**config.mk**
```make
export PLATFORM = sky130hd
export DESIGN_NAME = hbis_top
export DESIGN_NICKNAME = d
export VERILOG_FILES = /design/src/hdl/hbis_pkg.sv /design/src/hdl/hbis_top.sv
export SDC_FILE = /design/constraint.sdc
export NUM_CORES = 1
export LEC_CHECK = 0
export ABC_AREA = 0
export BUFFER_PORTS_ARGS = -buffer_cell sky130_fd_sc_hd__buf_2
export CAP_MARGIN = 15
export CORE_UTILIZATION = 37
export CTS_CLUSTER_SIZE = 12
export DETAILED_ROUTE_END_ITERATION = 7
export PLACE_DENSITY_LB_ADDON = 0.25
export SLEW_MARGIN = 20
export SYNTH_ARGS = -nofsm -noshare
export SYNTH_HDL_FRONTEND = slang
export SYNTH_SLANG_ARGS = --single-unit
```
**constraint.sdc**
```tcl
create_clock -name mclk -period 4.8 [get_ports mclk]
set_input_delay 0.48 -clock mclk [delete_from_list [all_inputs] [get_ports mclk]]
set_output_delay 0.48 -clock mclk [all_outputs]
set_load 0.1 [all_outputs]
```
**src/hdl/hbis_pkg.sv**
```systemverilog
// Functional notes
// RULE1: latch three bus-select straps and bus-status strap at reset release.
// RULE2: sixteen-bit host port with six selectable bus personalities.
// RULE3: pins take latched personality's function until next reset.
// RULE4: also latch endian strap and panel power polarity strap at reset.
// RULE5: endian choice applies independently of bus personality.
// RULE6: generic one: chip select plus per-byte read and write strobes.
// RULE7: host logic runs from dedicated host bus clock, not core clock; here it runs on mclk and samples host_bus_clock edges.
// RULE8: host wires data lanes per its width and byte order.
// RULE9: external logic decodes high address lines into chip select.
// RULE10: write strobes low per byte; device stores only strobed bytes.
// RULE11: read strobes low per byte; device drives requested byte lanes.
// RULE12: stall output held low until arbitration grants the access.
// RULE13: glue inverts stall output when host wait polarity differs.
// RULE14: board ties bus-status low for generic one; strap only.
// RULE15: acknowledge inverter enabled only during chip select.
// RULE16: generic two: high-byte enable, shared read and write strobes.
// RULE17: 68k one: address bit zero lower strobe, high write upper strobe.
// RULE18: 68k two: data on host bits 31:16, size pins, port-size acknowledge; here no port-size acknowledge is driven, only stall_b.
package hbis_pkg;
    typedef enum logic [2:0] {
        HBIS_SEL_IF4 = 3'h0,
        HBIS_SEL_IF3 = 3'h1,
        HBIS_SEL_RSV2 = 3'h2,
        HBIS_SEL_M68A = 3'h3,
        HBIS_SEL_RSV4 = 3'h4,
        HBIS_SEL_M68B = 3'h5,
        HBIS_SEL_RSV6 = 3'h6,
        HBIS_SEL_GEN = 3'h7
    } hbis_sel_e;
    typedef enum logic [3:0] {
        HBIS_P_NONE = 4'h0,
        HBIS_P_IF4 = 4'h1,
        HBIS_P_IF3 = 4'h2,
        HBIS_P_M68A = 4'h3,
        HBIS_P_M68B = 4'h4,
        HBIS_P_GEN1 = 4'h5,
        HBIS_P_GEN2 = 4'h6
    } hbis_pers_e;
    typedef enum logic [1:0] {
        HBIS_ST_IDLE = 2'h0,
        HBIS_ST_REQ = 2'h1,
        HBIS_ST_DONE = 2'h2
    } hbis_state_e;
    localparam int HBIS_DATA_W = 16;
    localparam logic [15:0] HBIS_DATA_RST = 16'h0000;
    localparam logic [2:0] HBIS_STRAP_RST = 3'h0;
endpackage

```
**src/hdl/hbis_top.sv**
```systemverilog
`timescale 1ns/10ps
// host bus port with personality straps; mclk is the core clock
module hbis_top
    import hbis_pkg::*;
#(
    parameter int AW = 16
) (
    input wire logic mclk,
    input wire logic rst_b,
    input wire logic host_bus_clock,
    input wire logic [2:0] host_bus_select_straps,
    input wire logic [1:0] misc_config_straps,
    input wire logic bus_status_strap,
    input wire logic [AW-1:0] host_addr_in,
    input wire logic [15:0] host_data_i,
    output logic [15:0] host_data_o,
    output logic [15:0] host_data_oe_b,
    input wire logic chip_select_b,
    input wire logic low_byte_write_strobe,
    input wire logic high_byte_write_strobe,
    input wire logic low_byte_read_strobe,
    input wire logic high_byte_read_strobe,
    output logic stall_b,
    output logic [AW-1:0] mem_addr,
    output logic [15:0] mem_wdata,
    output logic [1:0] mem_wbe,
    output logic mem_write,
    output logic mem_req,
    input wire logic mem_grant,
    input wire logic [15:0] mem_rdata,
    output logic [3:0] personality,
    output logic big_endian,
    output logic panel_power_out,
    input wire logic panel_power_on
);
    // ==========================================
    // input synchronisers
    localparam int SW = AW + 28;
    logic [SW-1:0] s1_q, s2_q;
    logic bclk_prev_q;
    always_ff @(posedge mclk or negedge rst_b) begin
        if (!rst_b) begin
            s1_q <= '0;
            s2_q <= '0;
            bclk_prev_q <= 1'b0;
        end else begin
            s1_q <= {host_bus_clock, bus_status_strap, misc_config_straps,
                     host_bus_select_straps, chip_select_b, low_byte_write_strobe,
                     high_byte_write_strobe, low_byte_read_strobe,
                     high_byte_read_strobe, host_addr_in, host_data_i};
            s2_q <= s1_q;
            bclk_prev_q <= s2_q[SW-1];
        end
    end
    wire bclk_s = s2_q[SW-1];
    wire bclk_rise = bclk_s & ~bclk_prev_q; // host clock edge found by sampling [RULE7]
    wire bs_s = s2_q[SW-2];
    wire [1:0] misc_s = s2_q[SW-3 -: 2];
    wire [2:0] sel_s = s2_q[SW-5 -: 3];
    wire cs_s = s2_q[AW+20];
    wire we0_s = s2_q[AW+19];
    wire we1_s = s2_q[AW+18];
    wire rd0_s = s2_q[AW+17];
    wire rd1_s = s2_q[AW+16];
    wire [AW-1:0] a_s = s2_q[AW+15 -: AW];
    wire [15:0] d_s = s2_q[15:0];

    // ==========================================
    // strap latch on the third clock edge after reset release
    logic latched_q;
    logic [3:0] pers_q;
    logic endian_q, pwr_pol_q;
    logic [1:0] arm_q;
    function automatic logic [3:0] decode_pers(input logic [2:0] s, input logic b);
        case (s)
            HBIS_SEL_IF4: decode_pers = HBIS_P_IF4;
            HBIS_SEL_IF3: decode_pers = HBIS_P_IF3;
            HBIS_SEL_M68A: decode_pers = HBIS_P_M68A;
            HBIS_SEL_M68B: decode_pers = HBIS_P_M68B;
            HBIS_SEL_GEN: decode_pers = b ? HBIS_P_GEN2 : HBIS_P_GEN1;
            default: decode_pers = HBIS_P_NONE;
        endcase
    endfunction
    always_ff @(posedge mclk or negedge rst_b) begin
        if (!rst_b) begin
            arm_q <= 2'h0;
            latched_q <= 1'b0;
            pers_q <= HBIS_P_NONE;
            endian_q <= 1'b0;
            pwr_pol_q <= 1'b0;
        end else begin
            arm_q <= {arm_q[0], 1'b1};
            if (arm_q[1] && !latched_q) begin // sync chain holds pins seen after release
                latched_q <= 1'b1;
                pers_q <= decode_pers(sel_s, bs_s); // [RULE1] [RULE2] [RULE3]
                endian_q <= misc_s[0]; // [RULE4] [RULE5]
                pwr_pol_q <= misc_s[1]; // [RULE4]
            end
        end
    end

    // ==========================================
    // per-personality strobe decode
    logic rd_lo, rd_hi, wr_lo, wr_hi, cyc_act;
    always_comb begin
        rd_lo = 1'b0;
        rd_hi = 1'b0;
        wr_lo = 1'b0;
        wr_hi = 1'b0;
        case (pers_q)
            HBIS_P_GEN1: begin // [RULE6] [RULE10] [RULE11]
                wr_lo = !we0_s;
                wr_hi = !we1_s;
                rd_lo = !rd0_s;
                rd_hi = !rd1_s;
            end
            HBIS_P_GEN2: begin // [RULE16] high-byte enable low selects upper lane
                wr_lo = !we0_s & !a_s[0];
                wr_hi = !we0_s & !we1_s;
                rd_lo = !rd0_s & !a_s[0];
                rd_hi = !rd0_s & !we1_s;
            end
            HBIS_P_M68A: begin // [RULE17] bs acts as address strobe
                wr_lo = !bs_s & !a_s[0] & !rd1_s;
                wr_hi = !bs_s & !we1_s & !rd1_s;
                rd_lo = !bs_s & !a_s[0] & rd1_s;
                rd_hi = !bs_s & !we1_s & rd1_s;
            end
            HBIS_P_M68B: begin // [RULE18] size pins on read/write-low pins
                wr_hi = !bs_s & !we1_s & !rd1_s;
                wr_lo = wr_hi & !(rd0_s == 1'b0 && we0_s == 1'b1 && !a_s[0]);
                wr_hi = wr_hi & !(rd0_s == 1'b0 && we0_s == 1'b1 && a_s[0]);
                rd_hi = !bs_s & !we1_s & rd1_s;
                rd_lo = rd_hi;
            end
            HBIS_P_IF3, HBIS_P_IF4: begin
                wr_lo = !bs_s & !we0_s;
                wr_hi = !bs_s & !we1_s;
                rd_lo = !bs_s & !rd0_s;
                rd_hi = !bs_s & !rd0_s;
            end
            default: ;
        endcase
        cyc_act = latched_q & !cs_s & (rd_lo | rd_hi | wr_lo | wr_hi);
    end
    // byte swap when big endian is strapped
    wire [15:0] d_in = endian_q ? {d_s[7:0], d_s[15:8]} : d_s; // [RULE5]
    wire [15:0] d_out = endian_q ? {mem_rdata[7:0], mem_rdata[15:8]} : mem_rdata;
    wire [1:0] be_in = endian_q ? {wr_lo, wr_hi} : {wr_hi, wr_lo};
    wire [1:0] rbe = {rd_hi, rd_lo};

    // ==========================================
    // access sequencer
    hbis_state_e st_q;
    always_ff @(posedge mclk or negedge rst_b) begin
        if (!rst_b) begin
            st_q <= HBIS_ST_IDLE;
            stall_b <= 1'b1;
            mem_req <= 1'b0;
            mem_write <= 1'b0;
            mem_addr <= '0;
            mem_wdata <= HBIS_DATA_RST;
            mem_wbe <= 2'h0;
            host_data_o <= HBIS_DATA_RST;
            host_data_oe_b <= 16'hFFFF;
        end else begin
            case (st_q)
                HBIS_ST_IDLE: begin
                    stall_b <= !cyc_act; // hold the host off from first sight of a cycle [RULE12]
                    if (cyc_act && bclk_rise) begin
                        st_q <= HBIS_ST_REQ;
                        stall_b <= 1'b0; // [RULE12]
                        mem_req <= 1'b1;
                        mem_write <= |be_in;
                        mem_addr <= a_s;
                        mem_wdata <= d_in;
                        mem_wbe <= be_in; // [RULE10]
                    end
                end
                HBIS_ST_REQ: begin
                    if (mem_grant) begin // stall released only on grant [RULE12]
                        st_q <= HBIS_ST_DONE;
                        mem_req <= 1'b0;
                        stall_b <= 1'b1;
                        if (!mem_write) begin
                            host_data_o <= d_out;
                            host_data_oe_b <= ~{{8{rbe[1]}}, {8{rbe[0]}}}; // [RULE11]
                        end
                    end
                end
                HBIS_ST_DONE: begin
                    if (!cyc_act) begin
                        st_q <= HBIS_ST_IDLE;
                        host_data_oe_b <= 16'hFFFF;
                    end
                end
                default: st_q <= HBIS_ST_IDLE;
            endcase
        end
    end

    // ==========================================
    // status outputs
    always_ff @(posedge mclk or negedge rst_b) begin
        if (!rst_b) begin
            personality <= HBIS_P_NONE;
            big_endian <= 1'b0;
            panel_power_out <= 1'b0;
        end else begin
            personality <= pers_q;
            big_endian <= endian_q;
            panel_power_out <= latched_q & (panel_power_on ~^ pwr_pol_q); // [RULE4]
        end
    end

    // ==========================================
    // checks
    property p_stall_until_grant;
        @(posedge mclk) disable iff (!rst_b)
        (st_q == HBIS_ST_REQ && !mem_grant) |=> !stall_b;
    endproperty
    a_stall_until_grant: assert property (p_stall_until_grant) else $error("stall lost"); // [RULE12]
    property p_pers_stable;
        @(posedge mclk) disable iff (!rst_b)
        latched_q |=> $stable(pers_q) && $stable(endian_q);
    endproperty
    a_pers_stable: assert property (p_pers_stable) else $error("personality changed"); // [RULE3]
    property p_latch_time;
        @(posedge mclk) disable iff (!rst_b)
        $rose(arm_q[1]) |=> latched_q;
    endproperty
    a_latch_time: assert property (p_latch_time) else $error("straps not latched"); // [RULE1]
    property p_wbe_match;
        @(posedge mclk) disable iff (!rst_b)
        (st_q == HBIS_ST_REQ && mem_write) |-> mem_wbe != 2'h0;
    endproperty
    a_wbe_match: assert property (p_wbe_match) else $error("write with no bytes"); // [RULE10]
    property p_drive_read;
        @(posedge mclk) disable iff (!rst_b)
        (st_q == HBIS_ST_REQ && mem_grant && !mem_write) |=> host_data_oe_b != 16'hFFFF;
    endproperty
    a_drive_read: assert property (p_drive_read) else $error("read not driven"); // [RULE11]
    property p_start_stall;
        @(posedge mclk) disable iff (!rst_b)
        (st_q == HBIS_ST_IDLE && cyc_act && bclk_rise) |=> !stall_b && mem_req;
    endproperty
    a_start_stall: assert property (p_start_stall) else $error("no stall on start"); // [RULE7]
    property p_gen1_map;
        @(posedge mclk) disable iff (!rst_b)
        (st_q == HBIS_ST_IDLE && cyc_act && bclk_rise && pers_q == HBIS_P_GEN1 && !endian_q)
            |=> mem_wbe == ~$past({we1_s, we0_s});
    endproperty
    a_gen1_map: assert property (p_gen1_map) else $error("generic map wrong"); // [RULE6]
    property p_endian;
        @(posedge mclk) disable iff (!rst_b)
        (st_q == HBIS_ST_IDLE && cyc_act && bclk_rise && endian_q) |=> mem_wdata[7:0] == $past(d_s[15:8]);
    endproperty
    a_endian: assert property (p_endian) else $error("byte order wrong"); // [RULE5]
endmodule // hbis_top
```
# --- Word-level counts from Yosys, hierarchy flattened ---
# Cells that the tools add are included.
# W data, S select, Z words.
totals:
  regBits: 175
  in_bits: 64
classes:
  mux: 23
  eq_ne: 16
  bitwise_logic: 26
  reduce_logical: 29
ops:
  columns: ["operator", "n"]
  rows:
  - ["$mux W16", 5]
  - ["$pmux W16 S2", 1]
  - ["$and A1 B1 Y1", 18]
  - ["$not A16 Y16", 1]
  - ["$pmux W1 S5", 3]
  - ["$pmux W3 S5", 1]
  - ["$eq A4 B3 Y1 const B", 3]
  - ["$logic_not A1 Y1", 11]
  - ["$mux W2", 5]
  - ["$reduce_and A3 Y1", 3]
  - ["$eq A4 B2 Y1 const B", 2]
  - ["$ne A2 B2 Y1 const B", 4]
  - ["$eq A3 B3 Y1 const B", 2]
  - ["$pmux W2 S3", 1]
  - ["$reduce_or A2 Y1", 3]
  - ["$logic_and A1 B1 Y1", 5]
  - ["$eq A4 B1 Y1 const B", 1]
  - ["$mux W1", 4]
  - ["$pmux W1 S2", 2]
  - ["$pmux W1 S4", 1]
  - ["$reduce_and A2 Y1", 2]
  - ["$reduce_and A4 Y1", 1]
  - ["$reduce_bool A2 Y1", 2]
  - ["$eq A3 B1 Y1 const B", 1]
  - ["8 further kinds", 12]

# --- Longest topological paths before layout ---
# Gate-level depths: netlist (run 1).
depth:
  ltp_word: 12
  mapped_depth: 9
  mapped_depth_nobuf: 6

# --- Worst setup path before layout (run 1) ---
# OpenSTA, ideal clock, no wires.
synth_timing:
  path_kind: "register to register"
  from: "register pers_q[0]"
  to: "register mem_addr[10]"
  arrival_ns: 2.004
  path_slack_ns: 2.670
  path_stages_with_launch: 9
  synth_period_minus_slack_ns: 2.130
  setup_ns: 0.126
  required_ns: 4.674
  path_buffers: 2
  cell_sequence: "dfrtp_1 > buf_2 > a21o_1 > a2111oi_0 > a211o_1 > nor4_4 > nor2_4 > buf_6 > mux2_4"
synth_via:
  elab_chain_len: 9
  elab_cells_between_ends: 18
synth_rtl:
  columns: ["item", "line_no", "rtl"]
  rows:
  - ["start, declared", "hbis_top.sv:71", "logic [3:0] pers_q;"]
  - ["start signal, assigned", "hbis_top.sv:95", "pers_q <= decode_pers(sel_s, bs_s);"]
  - ["$eq A4 B2 Y1, or another cell as far along", "hbis_top.sv:110", "case (pers_q)"]
  - ["$reduce_or A2 Y1, on equally long branches", null, null]
  - ["$pmux W1 S5 / $pmux W1 S4 (equally long branches)", "hbis_top.sv:110", null]
  - ["$or A1 B1 Y1 (2 in series)", "hbis_top.sv:144", "cyc_act = latched_q & !cs_s & (rd_lo | rd_hi | wr_lo | wr_hi);"]
  - ["$or A1 B1 Y1 (*)", "hbis_top.sv:144", null]
  - ["$and A1 B1 Y1 (*)", "hbis_top.sv:144", null]
  - ["$logic_and A1 B1 Y1 (*)", "hbis_top.sv:170", "if (cyc_act && bclk_rise) begin"]
  - ["$reduce_and A2 Y1 (no line) (*)", null, null]
  - ["end signal, assigned", "hbis_top.sv:175", "mem_addr <= a_s;"]
  - ["end, declared", "hbis_top.sv:24", "output logic [AW-1:0] mem_addr,"]
# Mark *: on every way between the ends. The rest lies on a longest branch, timed or not.
# A chain may end at the register's enable or synchronous reset.

# --- Worst setup path after layout (run 1) ---
layout_timing:
  from: "register pers_q[1]"
  to: "register mem_addr[0]"
# The elaborated chain is that of the path after synthesis.

==> results of run 1 <==
==> registers in the layout (all words and copies together), names as in the netlist, 3 cells and up <==
signal	count
mem_wdata	16
s2_q	44
personality	3
pers_q	3
mem_addr	16
host_data_o	16
s1_q	44
==> through the flow <==
stage | utilization | setup WS (ns) | instances | instance area [um^2]
2_1_floorplan | - | 2.670 | 397 | 5658
3_3_place_gp | 0.4323 | 1.938 | 687 | 6379
3_5_place_dp | 0.4327 | 1.802 | 687 | 6384
4_1_cts | 0.4715 | 1.782 | 719 | 6957
5_1_grt | 0.4717 | 1.576 | 719 | 6959
6_report | 0.4717 | 1.826 | 719 | 6959
==> critical path, stage by stage (launching register included) <==
cell                        delay (ns)
sky130_fd_sc_hd__dfrtp_1          0.50
sky130_fd_sc_hd__nor2_1           0.22
sky130_fd_sc_hd__a2111oi_0        0.12
sky130_fd_sc_hd__a211o_1          0.37
sky130_fd_sc_hd__nor4_4           0.54
sky130_fd_sc_hd__or2_1            0.74
sky130_fd_sc_hd__mux2_4           0.35
==> final cells by class <==
cell class	instances	share of cell area
Sequential cell	159	0.5725
Timing Repair Buffer	139	0.1019
Multi-Input combinational cell	201	0.2080
Tap cell	184	0.03308
Inverter	4	0.002157
Clock inverter	14	0.01924
Clock buffer	18	0.06311
==> how the worst max path moves through the flow <==
stage	from	end	slack (ns)	cells after the start
5_1_grt	pers_q[1]	mem_wdata[1]	1.58	6
3_5_place_dp	pers_q[1]	mem_addr[0]	1.80	6
3_3_place_gp	pers_q[2]	mem_addr[0]	1.94	6
4_1_cts	pers_q[1]	mem_addr[0]	1.78	6
2_1_floorplan	pers_q[0]	mem_addr[10]	2.67	8
6_report	pers_q[1]	mem_addr[0]	1.83	6
==> logic make-up after synthesis <==
group                  count (synthesis)  share of synthesized area
multiplexers                          50                    0.09974
flip-flops                           159                     0.7039
AND/OR/NAND/NOR                       66                    0.06236
AO/OA/AOI/OAI                         81                    0.08802
other                                  2                   0.001327
XOR/XNOR                               2                   0.003097
buffers and inverters                 37                    0.04157
==> cell usage in the layout (no fill, tap or decap), drive strengths merged, types with 2 or more instances in the layout <==
master,count
dfstp,3
xnor2,2
inv,7
o31ai,2
o21ai,46
mux2i,32
nor2,22
a31oi,5
or2,3
buf,138
clkbuf,19
nor4,3
nor2b,3
mux2,18
a2111oi,2
clkinvlp,4
nor3,2
nand3b,2
a21oi,20
nand2,17
nand2b,3
clkinv,6
nor4b,2
nor3b,5
conb,2
dfrtp,156
==> metal layers <==
metal | track usage | up-vias | wire length, um
met5 | 0 | - | 0
met4 | 0.06743 | 0 | 187
met3 | 0.05140 | 16 | 834
met2 | 0.2219 | 125 | 4868
met1 | 0.1746 | 1625 | 4391
li1 | - | 1607 | -
==> run_results.csv, run 1 <==
group,metric,value,unit
yosys,synth_top_area_share,0.6900,
floorplanning,die_w,125.7,um
detailed_routing,vias,3373,
cells_and_area,fraction_of_layout_cells_with_a_size_suffix_above_1,0.3907,
detailed_routing,detail_route.wl_per_cell,14.30,um
timing,finalSetupViolCount,0,
floorplanning,design.die.area,0.01579,mm^2
floorplanning,design.core.area,0.01475,mm^2
run_status,violations,"DRC",
yosys,leading_cell_type_by_number_of_instances_after_synthesis,"sky130_fd_sc_hd__dfrtp_1",
timing,timing.final.hold_violations,0,
timing,fin_worst_hold_slack,0.1636,ns
critical_path,setup.worst_path.start_class,"register",
timing,timing.clock.skew,0.01079,ns
detailed_routing,drtAntennaViolNets,0,
hold_path,hold_depth,1,
yosys,synth_cells,397,
floorplanning,die_y,125.7,um
hold_path,hp-class,"input pin to register",
yosys,yosys_most_used_dff,"sky130_fd_sc_hd__dfrtp_1",
cells_and_area,syn_to_final_growth,23.00,%
critical_path,worst_r2r_startpoint,"pers_q[1]",
critical_path,cp.required,5.09,ns
clock_tree,path_clk_slew,0.06,ns
clock_tree,hold_buffer_count_at_cts,0,
cells_and_area,fillCellCount,1330,
clock_tree,insertion_delay,0.42,ns
yosys,syn_area_per_cell,14.25,um^2
yosys,synth.area.top_cells,"sky130_fd_sc_hd__dfrtp_1 (69%), sky130_fd_sc_hd__mux2i_1 (5.7%), sky130_fd_sc_hd__o21ai_0 (3.1%)",
global_routing,grt_antenna_before_repair,0,
placed_design,hpwlAfterDp,6.932,mm
global_routing,wire_length_of_the_first_global_routing_pass,17.02,mm
clock_tree,cts-root-to-sink-buffers,2,
yosys,postSynthRegisterBits,159,
placed_design,buffer_ports.inserted,137,
detailed_routing,remaining_drc_errors,14,
floorplanning,io_pins,139,
global_routing,grt.total_usage,0.1416,
critical_path,worst_r2r_endpoint,"mem_addr[0]",
run_status,status,"finished, violations left",
clock_tree,tritoncts,"built",
timing,min_period_over_period,0.6196,
timing,transition_at_the_pin_with_the_smallest_max_transition_slack,1.034,ns
timing,drv_slew,0,
timing,setup_total_negative_slack,0,ns
clock_tree,cts.repair.resized,0,
critical_path,crit_path_end_kind,"register",
global_routing,largest_net_degree_at_the_start_of_global_routing,123,
yosys,synth-warning-count,0,
critical_path,rr_worst_depth,6,
yosys,yosysSeqAreaShare,0.7039,
detailed_routing,routed_wirelength,10.28,mm
hold_path,hold_path_end,"s1_q[9]",
yosys,ys_types,44,
critical_path,worst-path-max-fanout,19,
detailed_routing,first_iter_violations,133,
cells_and_area,num-nets-final,586,
flow_run,max_cap_viol_count,0,
cells_and_area,antenna-diode-count,0,
cells_and_area,multiInputGateArea,0.001448,mm^2
yosys,most_used_standard_cells_in_the_synthesized_netlist,"sky130_fd_sc_hd__dfrtp_1 (156), sky130_fd_sc_hd__o21ai_0 (35), sky130_fd_sc_hd__mux2i_1 (32)",
cells_and_area,area_of_all_sequential_standard_cells,0.003984,mm^2
yosys,syn-cell-area,0.005658,mm^2
critical_path,reg2reg_slack,1.83,ns
yosys,synth.largest_area_cell,"sky130_fd_sc_hd__dfrtp_1",
critical_path,critical_path_class,"register to register",
global_routing,grt_pass1_vias,3359,
clock_tree,htreeDepth,4,
timing,grt_setup_unrepaired,"no",
timing,worst_slew_margin_rel,0.3109,
floorplanning,row_count,44,
floorplanning,initial_core_util,0.3835,
clock_tree,root_buffer,"sky130_fd_sc_hd__clkbuf_16",
detailed_routing,detail_route.first_pass.iterations,8,
clock_tree,cts_inserted_buffers,17,
placed_design,routability_driven_placement_congestion_ratio,0.7215,
clock_tree,clock-sinks,159,
timing,timing.final.crit_period,2.974,ns
yosys,post_synth_edffs,0,
timing,timing.fmax,336.3,MHz
critical_path,critPathArrivalTime,3.27,ns
yosys,synth.net_count,461,
hold_path,min_from,"host_data_i[9]",
detailed_routing,vias_per_cell,4.691,
global_routing,overflow,0,
clock_tree,postCtsSetupBuffers,0,
yosys,synth_async_sr_flop_share,1.000,
Power of run 1 is left out: the tool's default activity adds up to more than one toggle a clock period on the data nets, which glitch-free logic cannot reach.
==> inputs of run 2 (changes only) <==
==> constraint.sdc (replaced) <==
create_clock -name mclk -period 2.9 [get_ports mclk]
set_input_delay 0.29 -clock mclk [delete_from_list [all_inputs] [get_ports mclk]]
set_output_delay 0.29 -clock mclk [all_outputs]
set_load 0.1 [all_outputs]
==> run 2 against run 1 <==
Effect of this change:
- the run ends with DRC, hold timing left
- first-iteration DRC count rose by 99%
- die area unchanged
- utilization rose by 3.4 points
- critical path type unchanged
- highest routed layer unchanged
==> run_results.csv, run 2 (synthesis gave the netlist of run 1 again) <==
group,metric,value,unit
run_status,status,"finished, violations left",
run_status,violations,"DRC, hold timing",
timing,finalSetupViolCount,0,
floorplanning,initial_core_util,0.3835,
critical_path,setup.worst_path.start_class,"register",
clock_tree,cts.repair.resized,0,
timing,timing.final.crit_period,2.466,ns
floorplanning,die_y,125.7,um
timing,postLayoutSetupSlackWorst,0.4338,ns
clock_tree,insertion_delay,0.42,ns
floorplanning,io_pins,139,
global_routing,grt.total_usage,0.1500,
cells_and_area,mostFrequentLayoutCell,"sky130_fd_sc_hd__dfrtp_1",
detailed_routing,routed_wirelength,10.93,mm
clock_tree,cts_inserted_buffers,17,
placed_design,pre_cts_ws,0.3960,ns
detailed_routing,remaining_drc_errors,14,
flow_run,max_cap_viol_count,0,
floorplanning,row_count,44,
timing,setup_total_negative_slack,0,ns
critical_path,cpMaxStageDelayCell,"sky130_fd_sc_hd__dfrtp_1",
global_routing,largest_net_degree_at_the_start_of_global_routing,100,
timing,timing.fmax,405.5,MHz
cells_and_area,fraction_of_layout_cells_with_a_size_suffix_above_1,0.3680,
global_routing,grt_antenna_before_repair,0,
detailed_routing,first_iter_violations,265,
timing,worst_slew_margin_rel,0.4061,
cells_and_area,layout.cells.most_common_list,"sky130_fd_sc_hd__dfrtp_1 (155), sky130_fd_sc_hd__buf_2 (136), sky130_fd_sc_hd__dlygate4sd3_1 (44)",
timing,min_period_over_period,0.8504,
critical_path,worst-path-max-fanout,14,
clock_tree,postCtsSetupBuffers,0,
critical_path,delay_of_the_slowest_cell_on_the_worst_path,0.50,ns
floorplanning,die_w,125.7,um
timing,timing.final.hold_violations,30,
floorplanning,design.die.area,0.01579,mm^2
global_routing,wire_length_of_the_first_global_routing_pass,18.00,mm
clock_tree,root_buffer,"sky130_fd_sc_hd__clkbuf_16",
placed_design,hpwlAfterDp,7.120,mm
cells_and_area,num-nets-final,638,
critical_path,cp.required,3.19,ns
clock_tree,hold_buffer_count_at_cts,44,
hold_path,hp-class,"input pin to async pin",
clock_tree,tritoncts,"built",
timing,drv_slew,0,
timing,fin_worst_hold_slack,-0.04735,ns
critical_path,crit_path_end_kind,"register",
detailed_routing,vias_per_cell,4.712,
critical_path,critPathArrivalTime,2.75,ns
clock_tree,path_clk_slew,0.06,ns
global_routing,grt_pass1_vias,3666,
critical_path,reg2reg_slack,0.43,ns
clock_tree,clock-sinks,159,
floorplanning,design.core.area,0.01475,mm^2
clock_tree,cts-root-to-sink-buffers,2,
placed_design,routability_driven_placement_congestion_ratio,0.7585,
placed_design,buffer_ports.inserted,137,
timing,timing.clock.skew,0.01028,ns
critical_path,critical_path_class,"register to register",
detailed_routing,detail_route.wl_per_cell,14.18,um
clock_tree,htreeDepth,4,
timing,grt_setup_unrepaired,"no",
cells_and_area,syn_to_final_growth,31.89,%
detailed_routing,drtAntennaViolNets,0,
detailed_routing,vias,3633,
critical_path,critical_path.cell_chain,"nor2_1 -> a2111oi_0 -> a211o_1 -> nor4_4 -> or2_1 -> buf_4 -> o21ai_0",
cells_and_area,layout_top_registers,"s1_q x44, s2_q x44",
timing,transition_at_the_pin_with_the_smallest_max_transition_slack,0.8908,ns
detailed_routing,detail_route.first_pass.iterations,8,
global_routing,overflow,0,
cells_and_area,antenna-diode-count,0,
[run 2: cell types whose count changed in the layout (fill, tap and decap cells not counted), sizes merged]
cell,change
buf,+9
clkinv,-1
clkinvlp,-3
dlygate4sd3,+44
inv,+3
[run 2: layout make-up]
cell class / instances / area [um^2]
Multi-Input combinational cell: 201 / 1443
Inverter: 4 / 15.01
Sequential cell: 159 / 3984
Timing Repair Buffer: 191 / 1220
Tap cell: 184 / 230.2
Clock buffer: 19 / 442.9
Fill cell: 1282 / 7292
Clock inverter: 13 / 127.6
[run 2: worst paths after layout]
path                                start              end  depth (start not counted)
min in group mclk          panel_power_on  panel_power_out                          3
hold / removal                      rst_b         s2_q[18]                          1
hold reg to reg                  s1_q[41]         s2_q[41]                          0
setup reg to reg                pers_q[1]     mem_wdata[2]                          7
max in group asynchronous           rst_b         s2_q[27]                          2
setup / recovery                pers_q[1]     mem_wdata[2]                          7
[run 2: metrics by stage]
stage / std cells / cell area [um^2] / hold slack (ns) / util
final: 771 / 7462 / -0.04735 / 0.5058
after global routing: 771 / 7462 / 0.05456 / 0.5058
after CTS: 771 / 7462 / 0.004600 / 0.5058
after detailed placement: 695 / 6451 / 0.3347 / 0.4372
after global placement: 695 / 6451 / 0.3322 / 0.4372
after floorplan: 397 / 5658 / -0.005591 / -
[run 2: worst max-delay path: cells and delay by family, from the launching register on]
| kind | cells | cell delay [ns] |
|---|---|---|
| buf+inv | 1 | 0.29 |
| compound gates | 3 | 0.59 |
| flops | 1 | 0.50 |
| simple gates | 3 | 0.95 |
[run 2: metal layers]
| layer | track usage | vias up | wire length (um) |
|---|---|---|---|
| met5 | 0 | - | 0 |
| met4 | 0.06098 | 0 | 155 |
| met3 | 0.05310 | 14 | 862 |
| met2 | 0.2431 | 141 | 5246 |
| met1 | 0.1831 | 1763 | 4665 |
| li1 | - | 1715 | - |
Power of run 2 is left out for the same reason.
